==> config.mk <==
export PLATFORM = sky130hd
export DESIGN_NAME = mac_dma_list_control
export DESIGN_NICKNAME = d
export VERILOG_FILES = /design/src/rtl/sync_fifo.v /design/src/rtl/mac_dma_list_control.v
export VERILOG_INCLUDE_DIRS = /design/src /design/src/rtl
export SDC_FILE = /design/constraint.sdc
export NUM_CORES = 1
export LEC_CHECK = 0
export CELL_PAD_IN_SITES_DETAIL_PLACEMENT = 2
export CELL_PAD_IN_SITES_GLOBAL_PLACEMENT = 2
export CORE_UTILIZATION = 47
export CTS_BUF_LIST = sky130_fd_sc_hd__clkbuf_2
export CTS_CLUSTER_SIZE = 24
export DETAILED_ROUTE_END_ITERATION = 7
export DONT_BUFFER_PORTS = 1
export PLACE_DENSITY_LB_ADDON = 0.12
export SLEW_MARGIN = 20
export SYNTH_ARGS = -nofsm -noshare
export SYNTH_HDL_FRONTEND = slang
export SYNTH_HIERARCHICAL = 1
export SYNTH_SLANG_ARGS = --single-unit
==> constraint.sdc <==
create_clock -name clk -period 3.9 [get_ports clk]
set_input_delay 1.17 -clock clk [delete_from_list [all_inputs] [get_ports clk]]
set_output_delay 1.17 -clock clk [all_outputs]
set_load 0.02 [all_outputs]
==> src/rtl/dma_list_ctrl_map.vh <==
// Register offsets, field positions and reset values of the DMA list control block
`ifndef DMA_LIST_CTRL_MAP_VH
`define DMA_LIST_CTRL_MAP_VH
`define OFS_TX_START 8'h08
`define OFS_RX_START 8'h0C
`define OFS_TX_LIST_BASE 8'h10
`define OFS_RX_LIST_BASE 8'h14
`define OFS_RX_CONTROL 8'h18
`define OFS_DMA_STATUS 8'h1C
`define OFS_HASH_LOW 8'h20
`define OFS_HASH_HIGH 8'h24
`define OFS_FILTER_DATA 8'h30
`define RESET_WORD 32'h00000000
`define RESET_RX_CONTROL 32'h00000000
`define RXC_ENABLE 0
`define RXC_HASH_ENABLE 1
`define RXC_RECEIVE_ALL 2
`define RXC_ALL_MULTICAST 5
`define PROC_STOPPED 2'h0
`define PROC_RUNNING 2'h1
`define PROC_SUSPENDED 2'h2
`define FIFO_DEPTH 16
`endif

==> src/rtl/sync_fifo.v <==
// Synchronous valid/ready FIFO built from flip-flops
`timescale 1ns/1ps
module sync_fifo #(
  parameter WIDTH = 8,
  parameter DEPTH = 16,
  parameter AW = 4
) (
  input wire clk,
  input wire arst_n,
  input wire inValid,
  output wire inReady,
  input wire [WIDTH-1:0] inData,
  output wire outValid,
  input wire outReady,
  output wire [WIDTH-1:0] outData
);
  reg [WIDTH-1:0] mem [0:DEPTH-1];
  reg [AW-1:0] wrPtr;
  reg [AW-1:0] rdPtr;
  reg [AW:0] count;
  wire doWrite;
  wire doRead;
  assign inReady = (count != DEPTH[AW:0]);
  assign outValid = (count != {(AW+1){1'b0}});
  assign doWrite = inValid && inReady;
  assign doRead = outValid && outReady;
  assign outData = mem[rdPtr];
  always @(posedge clk) begin
    if (doWrite) begin
      mem[wrPtr] <= inData;
    end
  end
  always @(posedge clk or negedge arst_n) begin
    if (!arst_n) begin
      wrPtr <= {AW{1'b0}};
      rdPtr <= {AW{1'b0}};
      count <= {(AW+1){1'b0}};
    end else begin
      if (doWrite) begin
        wrPtr <= (wrPtr == DEPTH[AW-1:0] - 1'b1) ? {AW{1'b0}} : wrPtr + 1'b1;
      end
      if (doRead) begin
        rdPtr <= (rdPtr == DEPTH[AW-1:0] - 1'b1) ? {AW{1'b0}} : rdPtr + 1'b1;
      end
      if (doWrite && !doRead) begin
        count <= count + 1'b1;
      end else if (doRead && !doWrite) begin
        count <= count - 1'b1;
      end
    end
  end
endmodule // sync_fifo

==> src/rtl/mac_dma_list_control.v <==
// AHB-Lite register block: DMA start commands, list bases and multicast hash filter
//
// The AHB-Lite interface to the registers was left to the implementer.
`timescale 1ns/1ps
`include "dma_list_ctrl_map.vh"
module mac_dma_list_control #(
  parameter FIFO_WIDTH = 8,
  parameter FIFO_DEPTH = `FIFO_DEPTH,
  parameter FIFO_AW = 4
) (
  input wire clk,
  input wire arst_n,
  input wire hsel,
  input wire [31:0] haddr,
  input wire [1:0] htrans,
  input wire hwrite,
  input wire [2:0] hsize,
  input wire [31:0] hwdata,
  input wire hready,
  output wire hreadyout,
  output wire hresp,
  output reg [31:0] hrdata,
  output reg txPollReq,
  input wire txPollDone,
  input wire txDescAvailable,
  input wire txProcStop,
  output reg [1:0] txState,
  output reg rxPollReq,
  input wire rxPollDone,
  input wire rxDescAvailable,
  input wire rxProcStop,
  output reg [1:0] rxState,
  output reg [31:0] txListBase,
  output reg [31:0] rxListBase,
  input wire filtValid,
  output wire filtReady,
  input wire [5:0] filtCrcIndex,
  input wire filtMulticast,
  output wire rxEnable,
  output reg frameAccept,
  output reg frameAcceptValid,
  output wire [FIFO_WIDTH-1:0] dataOut,
  output wire dataOutValid,
  input wire dataOutReady
);
  reg wrPending;
  reg [7:0] wrAddr;
  reg [31:0] rxControl;
  reg [31:0] hashLow;
  reg [31:0] hashHigh;
  reg [FIFO_WIDTH-1:0] fifoInData;
  reg fifoInValid;
  wire fifoInReady;
  wire addrPhase;
  wire [7:0] rdAddr;
  reg [31:0] next_hrdata;
  reg hashHit;

  // Hash lookup: top index bit selects the word, the rest the bit
  function hash_lookup;
    input [5:0] idx;
    input [31:0] low;
    input [31:0] high;
    begin
      hash_lookup = idx[5] ? high[idx[4:0]] : low[idx[4:0]];
    end
  endfunction

  // Process state after a poll answer
  function [1:0] poll_result;
    input available;
    begin
      poll_result = available ? `PROC_RUNNING : `PROC_SUSPENDED;
    end
  endfunction

  assign hreadyout = 1'b1;
  assign hresp = 1'b0;
  assign addrPhase = hsel && hready && htrans[1];
  assign rdAddr = haddr[7:0];
  assign rxEnable = rxControl[`RXC_ENABLE];

  // Write data follows the address phase by one cycle
  always @(posedge clk or negedge arst_n) begin
    if (!arst_n) begin
      wrPending <= 1'b0;
      wrAddr <= 8'h00;
    end else begin
      wrPending <= addrPhase && hwrite;
      wrAddr <= haddr[7:0];
    end
  end

  always @(posedge clk or negedge arst_n) begin
    if (!arst_n) begin
      txListBase <= `RESET_WORD;
      rxListBase <= `RESET_WORD;
      hashLow <= `RESET_WORD;
      hashHigh <= `RESET_WORD;
      rxControl <= `RESET_RX_CONTROL;
      txPollReq <= 1'b0;
      rxPollReq <= 1'b0;
    end else begin
      txPollReq <= 1'b0;
      rxPollReq <= 1'b0;
      if (wrPending) begin
        case (wrAddr)
          `OFS_TX_START: txPollReq <= 1'b1;
          `OFS_RX_START: rxPollReq <= 1'b1;
          `OFS_TX_LIST_BASE: txListBase <= hwdata;
          `OFS_RX_LIST_BASE: rxListBase <= hwdata;
          `OFS_RX_CONTROL: rxControl <= hwdata;
          `OFS_HASH_LOW: hashLow <= hwdata;
          `OFS_HASH_HIGH: hashHigh <= hwdata;
          default: ;
        endcase
      end
    end
  end

  // Transmit process state
  always @(posedge clk or negedge arst_n) begin
    if (!arst_n) begin
      txState <= `PROC_STOPPED;
    end else if (txProcStop) begin
      txState <= `PROC_STOPPED;
    end else if (txPollDone) begin
      txState <= poll_result(txDescAvailable);
    end
  end

  // Receive process state; suspended waits for the next start write
  always @(posedge clk or negedge arst_n) begin
    if (!arst_n) begin
      rxState <= `PROC_STOPPED;
    end else if (rxProcStop || !rxControl[`RXC_ENABLE]) begin
      rxState <= `PROC_STOPPED;
    end else if (rxPollDone) begin
      rxState <= poll_result(rxDescAvailable);
    end else if (rxState == `PROC_STOPPED) begin
      rxState <= `PROC_RUNNING;
    end
  end

  always @* begin
    case (rdAddr)
      `OFS_TX_START: next_hrdata = 32'h00000000;
      `OFS_RX_START: next_hrdata = 32'h00000000;
      `OFS_TX_LIST_BASE: next_hrdata = txListBase;
      `OFS_RX_LIST_BASE: next_hrdata = rxListBase;
      `OFS_RX_CONTROL: next_hrdata = rxControl;
      `OFS_DMA_STATUS: next_hrdata = {26'h0000000, fifoInReady, dataOutValid, rxState, txState};
      `OFS_HASH_LOW: next_hrdata = hashLow;
      `OFS_HASH_HIGH: next_hrdata = hashHigh;
      default: next_hrdata = 32'h00000000;
    endcase
  end

  always @(posedge clk or negedge arst_n) begin
    if (!arst_n) begin
      hrdata <= 32'h00000000;
    end else if (addrPhase && !hwrite) begin
      hrdata <= next_hrdata;
    end
  end

  // Filter decision
  always @* begin
    hashHit = rxControl[`RXC_HASH_ENABLE] && hash_lookup(filtCrcIndex, hashLow, hashHigh);
  end

  assign filtReady = fifoInReady;

  // Push in the cycle the frame is taken, so a full FIFO never loses an accepted frame
  always @* begin
    fifoInValid = filtValid && filtMulticast && (hashHit || rxControl[`RXC_RECEIVE_ALL] ||
      rxControl[`RXC_ALL_MULTICAST]);
    fifoInData = {{(FIFO_WIDTH-6){1'b0}}, filtCrcIndex};
  end

  always @(posedge clk or negedge arst_n) begin
    if (!arst_n) begin
      frameAccept <= 1'b0;
      frameAcceptValid <= 1'b0;
    end else begin
      frameAcceptValid <= filtValid && fifoInReady;
      if (filtValid && fifoInReady) begin
        frameAccept <= fifoInValid;
      end
    end
  end

  sync_fifo #(
    .WIDTH(FIFO_WIDTH),
    .DEPTH(FIFO_DEPTH),
    .AW(FIFO_AW)
  ) acceptedFifo (
    .clk(clk),
    .arst_n(arst_n),
    .inValid(fifoInValid),
    .inReady(fifoInReady),
    .inData(fifoInData),
    .outValid(dataOutValid),
    .outReady(dataOutReady),
    .outData(dataOut)
  );
endmodule // mac_dma_list_control

==> Yosys cells after proc, flatten, opt, wreduce, memory -nomap -nowiden <==
Memory sizes are Yosys's and may differ from the RTL's.
Index checks and enable logic that the tools add are counted.
{ "op_classes": {"add_sub_neg": 4, "n_lt_le_gt_ge": 1, "eq_ne": 16, "mux": 23, "n_reduce_logical": 29} }
{ "op_table": {"columns": ["cell", "count"], "rows": [
  ["one-hot mux 32 bit (6 select lines)", 1],
  ["equality test 8 x 5 -> 1 bit (second input constant)", 7],
  ["equality test 8 x 6 -> 1 bit (second input constant)", 4],
  ["equality test 8 x 4 -> 1 bit (second input constant)", 2],
  ["2-to-1 mux 2 bit", 7],
  ["logical AND 1 bit", 12],
  ["binary-select mux 1 bit (select 5 bit)", 2],
  ["2-to-1 mux 5 bit", 2],
  ["AND reduction 2 bit", 5],
  ["2-to-1 mux 1 bit", 9],
  ["adder 4 x 1 -> 4 bit (second input constant)", 2],
  ["equality test 4 bit (second input constant)", 2],
  ["2-to-1 mux 4 bit", 2],
  ["< comparator 5 x 6 -> 1 bit (second input constant)", 1],
  ["adder 5 x 1 -> 5 bit (second input constant)", 1],
  ["inequality test 5 bit (second input constant)", 1],
  ["nonzero test 5 bit", 1],
  ["subtractor 5 x 1 -> 5 bit (second input constant)", 1],
  ["logical NOT 1 bit", 4],
  ["nonzero test 2 bit", 2],
  ["logical OR 1 bit", 3],
  ["nonzero test 3 bit", 1],
  ["logical NOT 2 bit", 1]
]} }
{ "totals": {"ff_bits": 222, "mem_bits_rw": 96, "in_bits": 89, "out_inout_bits": 117, "wordCells": 91, "memories": 1} }
{ "memory_table": {"columns": ["name", "words", "word_bits", "read_ports", "rd_ports_with_merged_regs", "wr", "line", "text"], "rows": [
  ["acceptedFifo.mem", 16, 6, 1, 0, 1, "sync_fifo.v:17", "reg [WIDTH-1:0] mem [0:DEPTH-1];"]
]} }

==> Depth between registers and ports, before layout <==
Gate-level depths: netlist of the first run.
{ "depth": {"ltp_word": 12, "depth_mapped": 16, "mapped_depth_nobuf": 13} }

==> Modules after synthesis <==
The synthesis of the first run kept the hierarchy.
{ "modules_own_cells": {"columns": ["mod", "n_inst", "cells_each", "area_each_um2"], "rows": [
  ["mac_dma_list_control", 1, 716, 9530.4],
  ["sync_fifo", 1, 299, 5770.5]
]} }

==> Worst setup path after synthesis of the first run <==
Ideal clock, no wire load.
{ "synth_timing": {"kind": "input to register", "start": "in filtCrcIndex[0]", "end": "reg acceptedFifo.count[4]", "setup_time_ps": 136, "arrival_time_ps": 4134, "required_ps": 3764, "path_slack_ps": -370, "path_stages": 14, "path_cell_list": "buf_4 mux4_2 a2bb2oi_1 a221o_1 nand4_2 o211ai_2 a21boi_0 buf_2 ha_1 inv_1 ha_1 a21o_1 a2111oi_0 o31ai_1"} }
{ "synth_between": {"elab_chain_len": 11, "elab_cells_between_ends": 15} }
{ "synth_rtl": {"columns": ["element", "line", "text"], "rows": [
  ["from (decl)", "mac_dma_list_control.v:37", "input wire [5:0] filtCrcIndex,"],
  ["binary-select mux 1 bit (select 5 bit)", "mac_dma_list_control.v:65", "hash_lookup = idx[5] ? high[idx[4:0]] : low[idx[4:0]];"],
  ["2-to-1 mux 1 bit (not written as such)", "mac_dma_list_control.v:65", null],
  ["2-to-1 mux 1 bit *", "mac_dma_list_control.v:65", null],
  ["logical AND 1 bit *", "mac_dma_list_control.v:169", "hashHit = rxControl[`RXC_HASH_ENABLE] && hash_lookup(filtCrcIndex, hashLow, hashHigh);"],
  ["logical OR 1 bit * (2 in series)", "mac_dma_list_control.v:176", "fifoInValid = filtValid && filtMulticast && (hashHit || rxControl[`RXC_RECEIVE_ALL] ||"],
  ["logical AND 1 bit *", "mac_dma_list_control.v:176", null],
  ["via fifoInValid", "mac_dma_list_control.v:52", "reg fifoInValid;"],
  ["logical AND 1 bit *", "sync_fifo.v:25", "assign doWrite = inValid && inReady;"],
  ["via acceptedFifo.doWrite", "sync_fifo.v:21", "wire doWrite;"],
  ["logical NOT 1 bit", "sync_fifo.v:47", "end else if (doRead && !doWrite) begin"],
  ["logical AND 1 bit", "sync_fifo.v:47", null],
  ["nonzero test 2 bit (no line)", null, null],
  ["to (signal assigned)", "sync_fifo.v:37", "count <= {(AW+1){1'b0}};"],
  ["to (signal assigned)", "sync_fifo.v:46", "count <= count + 1'b1;"],
  ["to (signal assigned)", "sync_fifo.v:48", "count <= count - 1'b1;"],
  ["to (decl)", "sync_fifo.v:20", "reg [AW:0] count;"]
]} }
The timed path passes the listed nets; every way through them passes the cells marked *. The select of a mux whose other input is x is not followed.
A chain may end at the register's enable or synchronous reset.

==> Worst setup path in the final report of the first run <==
{ "layout_timing": {"start": "reg acceptedFifo.rdPtr[0]", "end": "out dataOut[1]"} }
{ "layout_between": {"elab_chain_len": 1} }
{ "layout_rtl": {"columns": ["element", "line", "text"], "rows": [
  ["from (decl)", "sync_fifo.v:19", "reg [AW-1:0] rdPtr;"],
  ["from (signal assigned)", "sync_fifo.v:36", "rdPtr <= {AW{1'b0}};"],
  ["from (signal assigned)", "sync_fifo.v:43", "rdPtr <= (rdPtr == DEPTH[AW-1:0] - 1'b1) ? {AW{1'b0}} : rdPtr + 1'b1;"],
  ["memory read (16 x 6 bit)", null, null],
  ["to (decl)", "mac_dma_list_control.v:42", "output wire [FIFO_WIDTH-1:0] dataOut,"]
]} }
No other way between the ends.

==> summary.txt, run 1 <==
Status
  – Outcome: finished, violations left
  – Failing checks: negative hold slack

GRT
  – Largest net degree at the start of global routing: about 220
  – Total grt overflow: 0
  – First-pass GRT wire length: about 66000 um
  – Total track usage: a little over a quarter
  – Number of global-route vias before repair: between 10k and 15k
  – Antenna violations before repair: 1

Clock tree
  – CTS Buffer Depth: 3
  – CTS Root Cell: clkbuf_2
  – H-tree Lvls: 3
  – CTS clk-pin slew, worst paths: about 0.10 ns
  – CTS tree: yes
  – Clock Sinks: between 300 and 400
  – Num CTS Buffers: just over 90
  – Clock latency on the worst-skew pair: about 1 ns

Timing
  – Final Cycle Share: between 90 and 100%
  – Clk_skew: between 0.05 and 0.06 ns
  – Max Fclk: 0.2648 GHz
  – Min cycle time layout: between 3 and 4 ns
  – Final slew viol count: 0
  – Final hold slack: -0.06042 ns
  – Setup ws final: 0.1239 ns
  – Setup violators final: 0
  – Slew at the pin closest to its max-slew limit: a little over 0.9 ns
  – RSZ-0062 raised after global routing: true
  – Slew headroom: 37.96%
  – Final hold violations: 56

Route
  – DR vias: ~9.5k
  – Residual DRC: 0
  – Routed wire length: about 43000 um
  – Initial drt markers: around 540
  – Router iterations before antenna repair: 4
  – Wire per inst: approximately 27 um
  – Vias per cell: 5.864
  – Post-route ant nets: 0

Synthesis
  – Most frequently used flop master after synthesis: dfrtp_1
  – Syn_area_per_cell: roughly 15 um^2
  – Netlist cell types: 57
  – Synth area leader: dfrtp_1
  – Asr flop ratio synth: between 60 and 70%
  – Post-synthesis cell count: 1015
  – Area share of the largest cell type after synthesis: 36.31%
  – Sequential area share after synthesis: 61.43%
  – EDFF count, synth: roughly 130
  – Synth cell count leaders: dfrtp_1, mux2_2, edfxtp_1
  – Yosys warns: 6
  – Mapped Area: approximately 0.015 mm^2
  – Synth top area cells: dfrtp_1, edfxtp_1, mux2_2
  – Most frequent cell after synthesis: dfrtp_1
  – Synth Register Bits: 350

Worst setup path
  – CP Class: reg2out
  – Capturing point of the worst reg2reg path: acceptedFifo/mem[8][3]
  – R2R cell count: 9
  – Worst Setup End Kind: primary output
  – CP required: ~2.7 ns
  – CP top delay family: multiplexers
  – Crit Path Max Fanout: 18
  – R2R setup slack: 0.50 ns
  – Reg-to-reg startpoint: hashLow[14]
  – Max incr delay on CP: 0.64 ns
  – Bufs and invs on worst path: 1
  – Worst setup SP type: flop
  – WP data arrival: roughly 2.6 ns
  – Highest-delay cell along the critical path: mux4_1
  – Crit-path cells: buf_12, mux4_1, a22oi_1, nand2_2

Die
  – Core ar.: about 0.032 mm^2
  – Die footprint: ~0.033 mm^2
  – Die H: 182.4 um
  – Initial Utilization: approximately half
  – Ports: approximately 210
  – DIE WIDTH: 182.4 um
  – Rows: 65

Placed design
  – Final HPWL DP: 27860 um
  – Post-Place Worst Slack: -0.2837 ns
  – Port-buffer cells: 0
  – Final estimated routing congestion in global placement: around 0.76

Layout
  – Nets: 1217
  – Share of cells above drive strength 1: a little under two fifths
  – Area growth syn-to-layout: 10.30%
  – Register area: 0.009400 mm^2
  – Utilization after layout: between 50% and 60%
  – Footprint of the multi-input gates: between 0.005 and 0.006 mm^2
  – Fill cells: 2955

Flow run
  – Max Cap Viol: 0

Pwr
  – Max IR drop VDD: ~0.00023 V
  – PD cells: a little under 500 mW/mm^2
  – Pleak: 6.938 nW

Hold path
  – Hold Path Class: in2async
[power breakdown]
group          total [mW]  internal, mW  switching [mW]  leakage, nW
sequential           4.06          3.91           0.150         4.05
combinational        1.52         0.710           0.814         2.24
clock                2.53         0.979            1.55        0.647
total                8.12          5.60            2.51         6.94
[sequential cells by signal, summed over array words and instances (netlist names), 4 cells and up]
name                cells
wrAddr                  8
acceptedFifo/count      5
hashHigh               32
acceptedFifo/mem      128
hrdata                 32
txListBase             32
rxListBase             32
acceptedFifo/rdPtr      4
hashLow                32
rxControl              32
acceptedFifo/wrPtr      4
[worst max path at each step]
stage	start	end	cells past startpoint
floorplan	filtCrcIndex[0]	acceptedFifo/count[4]	14
global placement	filtCrcIndex[0]	acceptedFifo/count[4]	12
detailed placement	filtCrcIndex[1]	acceptedFifo/mem[4][5]	9
CTS	acceptedFifo/rdPtr[0]	dataOut[2]	4
global route	acceptedFifo/rdPtr[0]	dataOut[4]	5
finish	acceptedFifo/rdPtr[0]	dataOut[1]	4
[kinds of logic after synthesis]
| family | share of synthesized area (%) |
|---|---|
| compound gates | 6.190 |
| fa+ha+maj | 0.8668 |
| flops | 61.43 |
| other cells | 0.04908 |
| buf+inv | 2.576 |
| mux | 22.59 |
| simple gates | 6.010 |
| xor+xnor | 0.2863 |
[metrics by stage]
stage | hold WS [ns] | power, mW | TNS [ns] | area (um^2) | std cells
floorplan | 0.4580 | 5.164 | 0 | 15470 | 1047
global placement | 0.4666 | 5.423 | -2.951 | 15960 | 1456
detailed placement | 0.4851 | 5.480 | -15.14 | 15960 | 1456
CTS | -0.2390 | 8.197 | -0.0003506 | 16880 | 1624
global route | -0.1759 | 8.484 | -0.1274 | 16880 | 1626
finish | -0.06042 | 8.116 | 0 | 16880 | 1626
[what timing repair did]
| action | CTS | global route |
|---|---|---|
| pin swaps | 1 | 0 |
| cloned | 1 | 0 |
| buffers inserted | 1 | 1 |
| endpoints found under the hold margin | 222 | 222 |
| setup endpoints to repair | 8 | 7 |
| gates resized for setup | 24 | 5 |
[area by class of cell]
class                   instances  area share [%]
clock inverters                20          0.4745
multi-input cells             627           34.02
flip-flops and latches        350           55.70
well taps                     435           3.225
inverters                       7          0.1705
clock buffers                 146           4.329
diodes                          1         0.01483
repair buffers                 40           2.068
[per-layer routing]
layer	global-route usage (%)	up-vias	routed length, um
li1	-	4071	-
met1	32.47	5067	17270
met2	45.52	308	21840
met3	7.484	89	2683
met4	10.99	0	1341
met5	0	-	0
[layout by cell type (no fill, tap or decap), types with 15 or more instances in the layout]
| cell | n |
|---|---|
| nand2_1 | 76 |
| or2_2 | 26 |
| mux2_2 | 153 |
| edfxtp_1 | 128 |
| nor2_1 | 22 |
| clkinv_1 | 15 |
| dfrtp_1 | 221 |
| mux4_2 | 42 |
| a221oi_1 | 36 |
| buf_4 | 36 |
| o21ai_0 | 41 |
| mux2i_1 | 36 |
| conb_1 | 34 |
| a21oi_1 | 30 |
| clkbuf_2 | 146 |
[worst register-to-register path, cell delays in order, from the launching register on]
cell      delay (ns)
dfrtp_1         0.42
mux4_2          0.25
mux2i_1         0.08
a221oi_1        0.58
nand2_1         0.15
o211ai_2        0.10
a21boi_2        0.26
buf_4           0.24
nand2_1         0.19
nor2_1          0.75
(Power assumes the default switching activity.)
==> run 2: changes to the inputs <==
- RECOVER_POWER: not set -> 100
- SETUP_SLACK_MARGIN: not set -> 0.2
==> summary.txt, run 2 (synthesized netlist as in run 1, its figures left out) <==
Die
  – Ports: 206 (unchanged)
  – DIE WIDTH: 182.4 um (unchanged)
  – Initial Utilization: 48.12% (unchanged)
  – Die footprint: 0.03328 mm^2 (unchanged)
  – Core ar.: 0.03180 mm^2 (unchanged)
  – Die H: 182.4 um (unchanged)
  – Rows: 65 (unchanged)

Layout
  – Nets: 1224 (+0.58%)
  – Fin cells: 1635 (+0.55%)
  – Most common cell after layout, fill and taps aside: dfrtp_1
  – Area growth syn-to-layout: 9.780%
  – Largest Register: acceptedFifo/mem
  – Max FFs per register: 128 (unchanged)
  – Share of cells above drive strength 1: 36.64% (-1.2 points)
  – Commonest non-fill, non-tap cells in the layout: dfrtp_1, mux2_2, clkbuf_2
  – Utilization after layout: 52.82% (-0.25 points)

Timing
  – Slew headroom: -28.01% (-66 points)
  – RSZ-0062 raised after global routing: true
  – Setup violators final: 0 (unchanged)
  – Clk_skew: 0.09094 ns (+0.03138 ns)
  – Final hold violations: 168 (+200%)
  – Max Fclk: 0.2612 GHz (-1.4%)
  – Final slew viol count: 33 (+33)
  – Min cycle time layout: 3.829 ns (+0.05238 ns)
  – Setup ws final: 0.07148 ns (-0.05238 ns)
  – Setup_tns: 0 ns (unchanged)
  – Final Cycle Share: 98.17% (+1.3 points)
  – Final hold slack: -0.1568 ns (-0.09638 ns)
  – Slew at the pin closest to its max-slew limit: 1.920 ns (+0.9930 ns)

Worst setup path
  – Worst setup SP type: flop
  – CP required: 2.73 ns (about the same)
  – Capturing point of the worst reg2reg path: acceptedFifo/mem[3][0]
  – Bufs and invs on worst path: 2 (+1)
  – R2R setup slack: 0.34 ns (-0.16 ns)
  – Crit path capture: dataOut[0]
  – CP Class: reg2out
  – Worst Setup End Kind: primary output
  – Reg-to-reg startpoint: hashLow[15]
  – Max incr delay on CP: 0.51 ns (-0.13 ns)
  – Crit Path Max Fanout: 5 (-13)
  – CP top delay family: multiplexers
  – R2R cell count: 11 (+2)
  – Highest-delay cell along the critical path: mux4_2
  – Crit. path cell count: 5 (+1)
  – Crit-path cells: buf_12, buf_6, mux4_2, a22oi_2, nand2_2
  – Worst setup path startpoint: acceptedFifo/rdPtr[0]
  – WP data arrival: 2.66 ns (+0.05 ns)

Clock tree
  – CTS clk-pin slew, worst paths: 0.10 ns (about the same)
  – Clock Sinks: 350 (unchanged)
  – CTS tree: yes
  – Num CTS Buffers: 91 (-1.1%)
  – CTS Root Cell: clkbuf_2
  – H-tree Lvls: 3 (unchanged)
  – Clock latency on the worst-skew pair: 1.04 ns (+0.06 ns)
  – CTS Buffer Depth: 3 (unchanged)

Route
  – Max layer used: met4
  – Routed wire length: 43070 um (-0.16%)
  – Wire per inst: 26.34 um (-0.71%)
  – Residual DRC: 0 (unchanged)
  – Initial drt markers: 487 (-9.1%)
  – Post-route ant nets: 0 (unchanged)
  – Router iterations before antenna repair: 4 (unchanged)
  – Vias per cell: 5.785 (-1.4%)
  – Metal2 WL: 21770 um (-0.32%)
  – Met1 WL: 18020 um (+4.4%)
  – DR vias: 9458 (-0.81%)
  – Met3 wire len: 2441 um (-9.0%)

GRT
  – Largest net degree at the start of global routing: 223 (unchanged)
  – Total track usage: 27.05% (+0.16 points)
  – Antenna violations before repair: 4 (+3)
  – First-pass GRT wire length: 66730 um (+1.3%)
  – Number of global-route vias before repair: 10.94k (+0.046%)
  – Total grt overflow: 0 (unchanged)

Hold path
  – Hold Path Class: in2async

Pwr
  – Sw Pwr: 2.604 mW (+3.6%)
  – Logic gate share of total power: 19.4% (+0.6 points)
  – Share of power burned in registers: 49.4% (-0.7 points)
  – PD cells: 493.8 mW/mm^2 (+2.7%)
  – Pleak: 6.822 nW (-1.7%)
  – Clk pwr share: 31.2% (about the same)
  – Pint: 5.692 mW (+1.6%)
  – Switch share: 31.39% (+0.42 points)
  – Max IR drop VDD: 0.0002323 V (-0.66%)

Status
  – Failing checks: negative hold slack, max-capacitance violations, max-slew violations
  – Outcome: finished, violations left

Placed design
  – Port-buffer cells: 0 (unchanged)
  – Final estimated routing congestion in global placement: 0.7743 (+1.6%)
  – Final HPWL DP: 27460 um (-1.4%)
  – Cells after DPL: 1460 (+0.27%)
  – Post-Place Worst Slack: -0.1729 ns (+0.1108 ns)

Flow run
  – Max Cap Viol: 1 (+1)
==> run 2: changes by cell type in the layout (fill, tap and decap cells not counted), sizes merged <==
cell,delta
clkinvlp,+1
bufinv,+1
diode,+1
buf,-18
clkbuf,+14
clkinv,+10
==> run 2: layout make-up <==
type / count / area [um^2]
Fill cell: 2972 / 15000
Sequential cell: 350 / 9404
Multi-Input combinational cell: 627 / 5657
Clock buffer: 134 / 670.6
Tap cell: 435 / 544.3
Timing Repair Buffer: 48 / 325.3
Clock inverter: 32 / 162.7
Inverter: 7 / 28.78
Antenna cell: 2 / 5.005
==> run 2: worst min-delay path by stage <==
stage	start	to	cells past startpoint
global route	arst_n	acceptedFifo/rdPtr[3]	0
detailed placement	rxControl[24]	rxControl[24]	1
global placement	rxControl[24]	rxControl[24]	1
floorplan	rxControl[23]	rxControl[23]	1
finish	arst_n	acceptedFifo/rdPtr[3]	0
CTS	arst_n	acceptedFifo/rdPtr[3]	0
==> run 2: worst reg2reg max path, stage by stage (launching register included) <==
cell	delay, ns
dfrtp_1	0.43
mux4_2	0.27
mux2i_1	0.08
a221oi_1	0.59
nand2_1	0.13
o211ai_1	0.13
a21boi_0	0.31
clkbuf_1	0.24
clkbuf_1	0.30
nand2_1	0.25
nor3_1	0.19
clkbuf_2	0.32
==> run 2: metrics by stage <==
step | power (mW) | cell area, um^2
after floorplan | 5.168 | 15480
after global placement | 5.430 | 15980
after detailed placement | 5.499 | 15980
after CTS | 8.440 | 16970
after global routing | 8.685 | 16800
final | 8.295 | 16800
==> run 2: what timing repair did <==
| action | 4_1_cts | 5_1_grt |
|---|---|---|
| resized for setup | 60 | 0 |
| hold endpoints to repair | 222 | 222 |
| pin swaps | 14 | 7 |
| buffers inserted | 7 | 0 |
| endpoints found under the setup margin | 10 | 8 |
==> run 2: per-layer routing <==
layer	GRT usage [%]	vias up
met5	0	-
met4	8.706	0
met3	6.985	72
met2	45.84	275
met1	33.94	5039
li1	-	4072
==> run 2: power by group through the flow <==
| stage | combinational, mW | sequential [mW] | clock [mW] |
|---|---|---|---|
| global placement | 1.26 | 4.17 | 0 |
| global route | 1.72 | 4.11 | 2.85 |
| CTS | 1.64 | 4.10 | 2.70 |
| finish | 1.61 | 4.10 | 2.59 |
| detailed placement | 1.31 | 4.19 | 0 |
| floorplan | 1.09 | 4.08 | 0 |
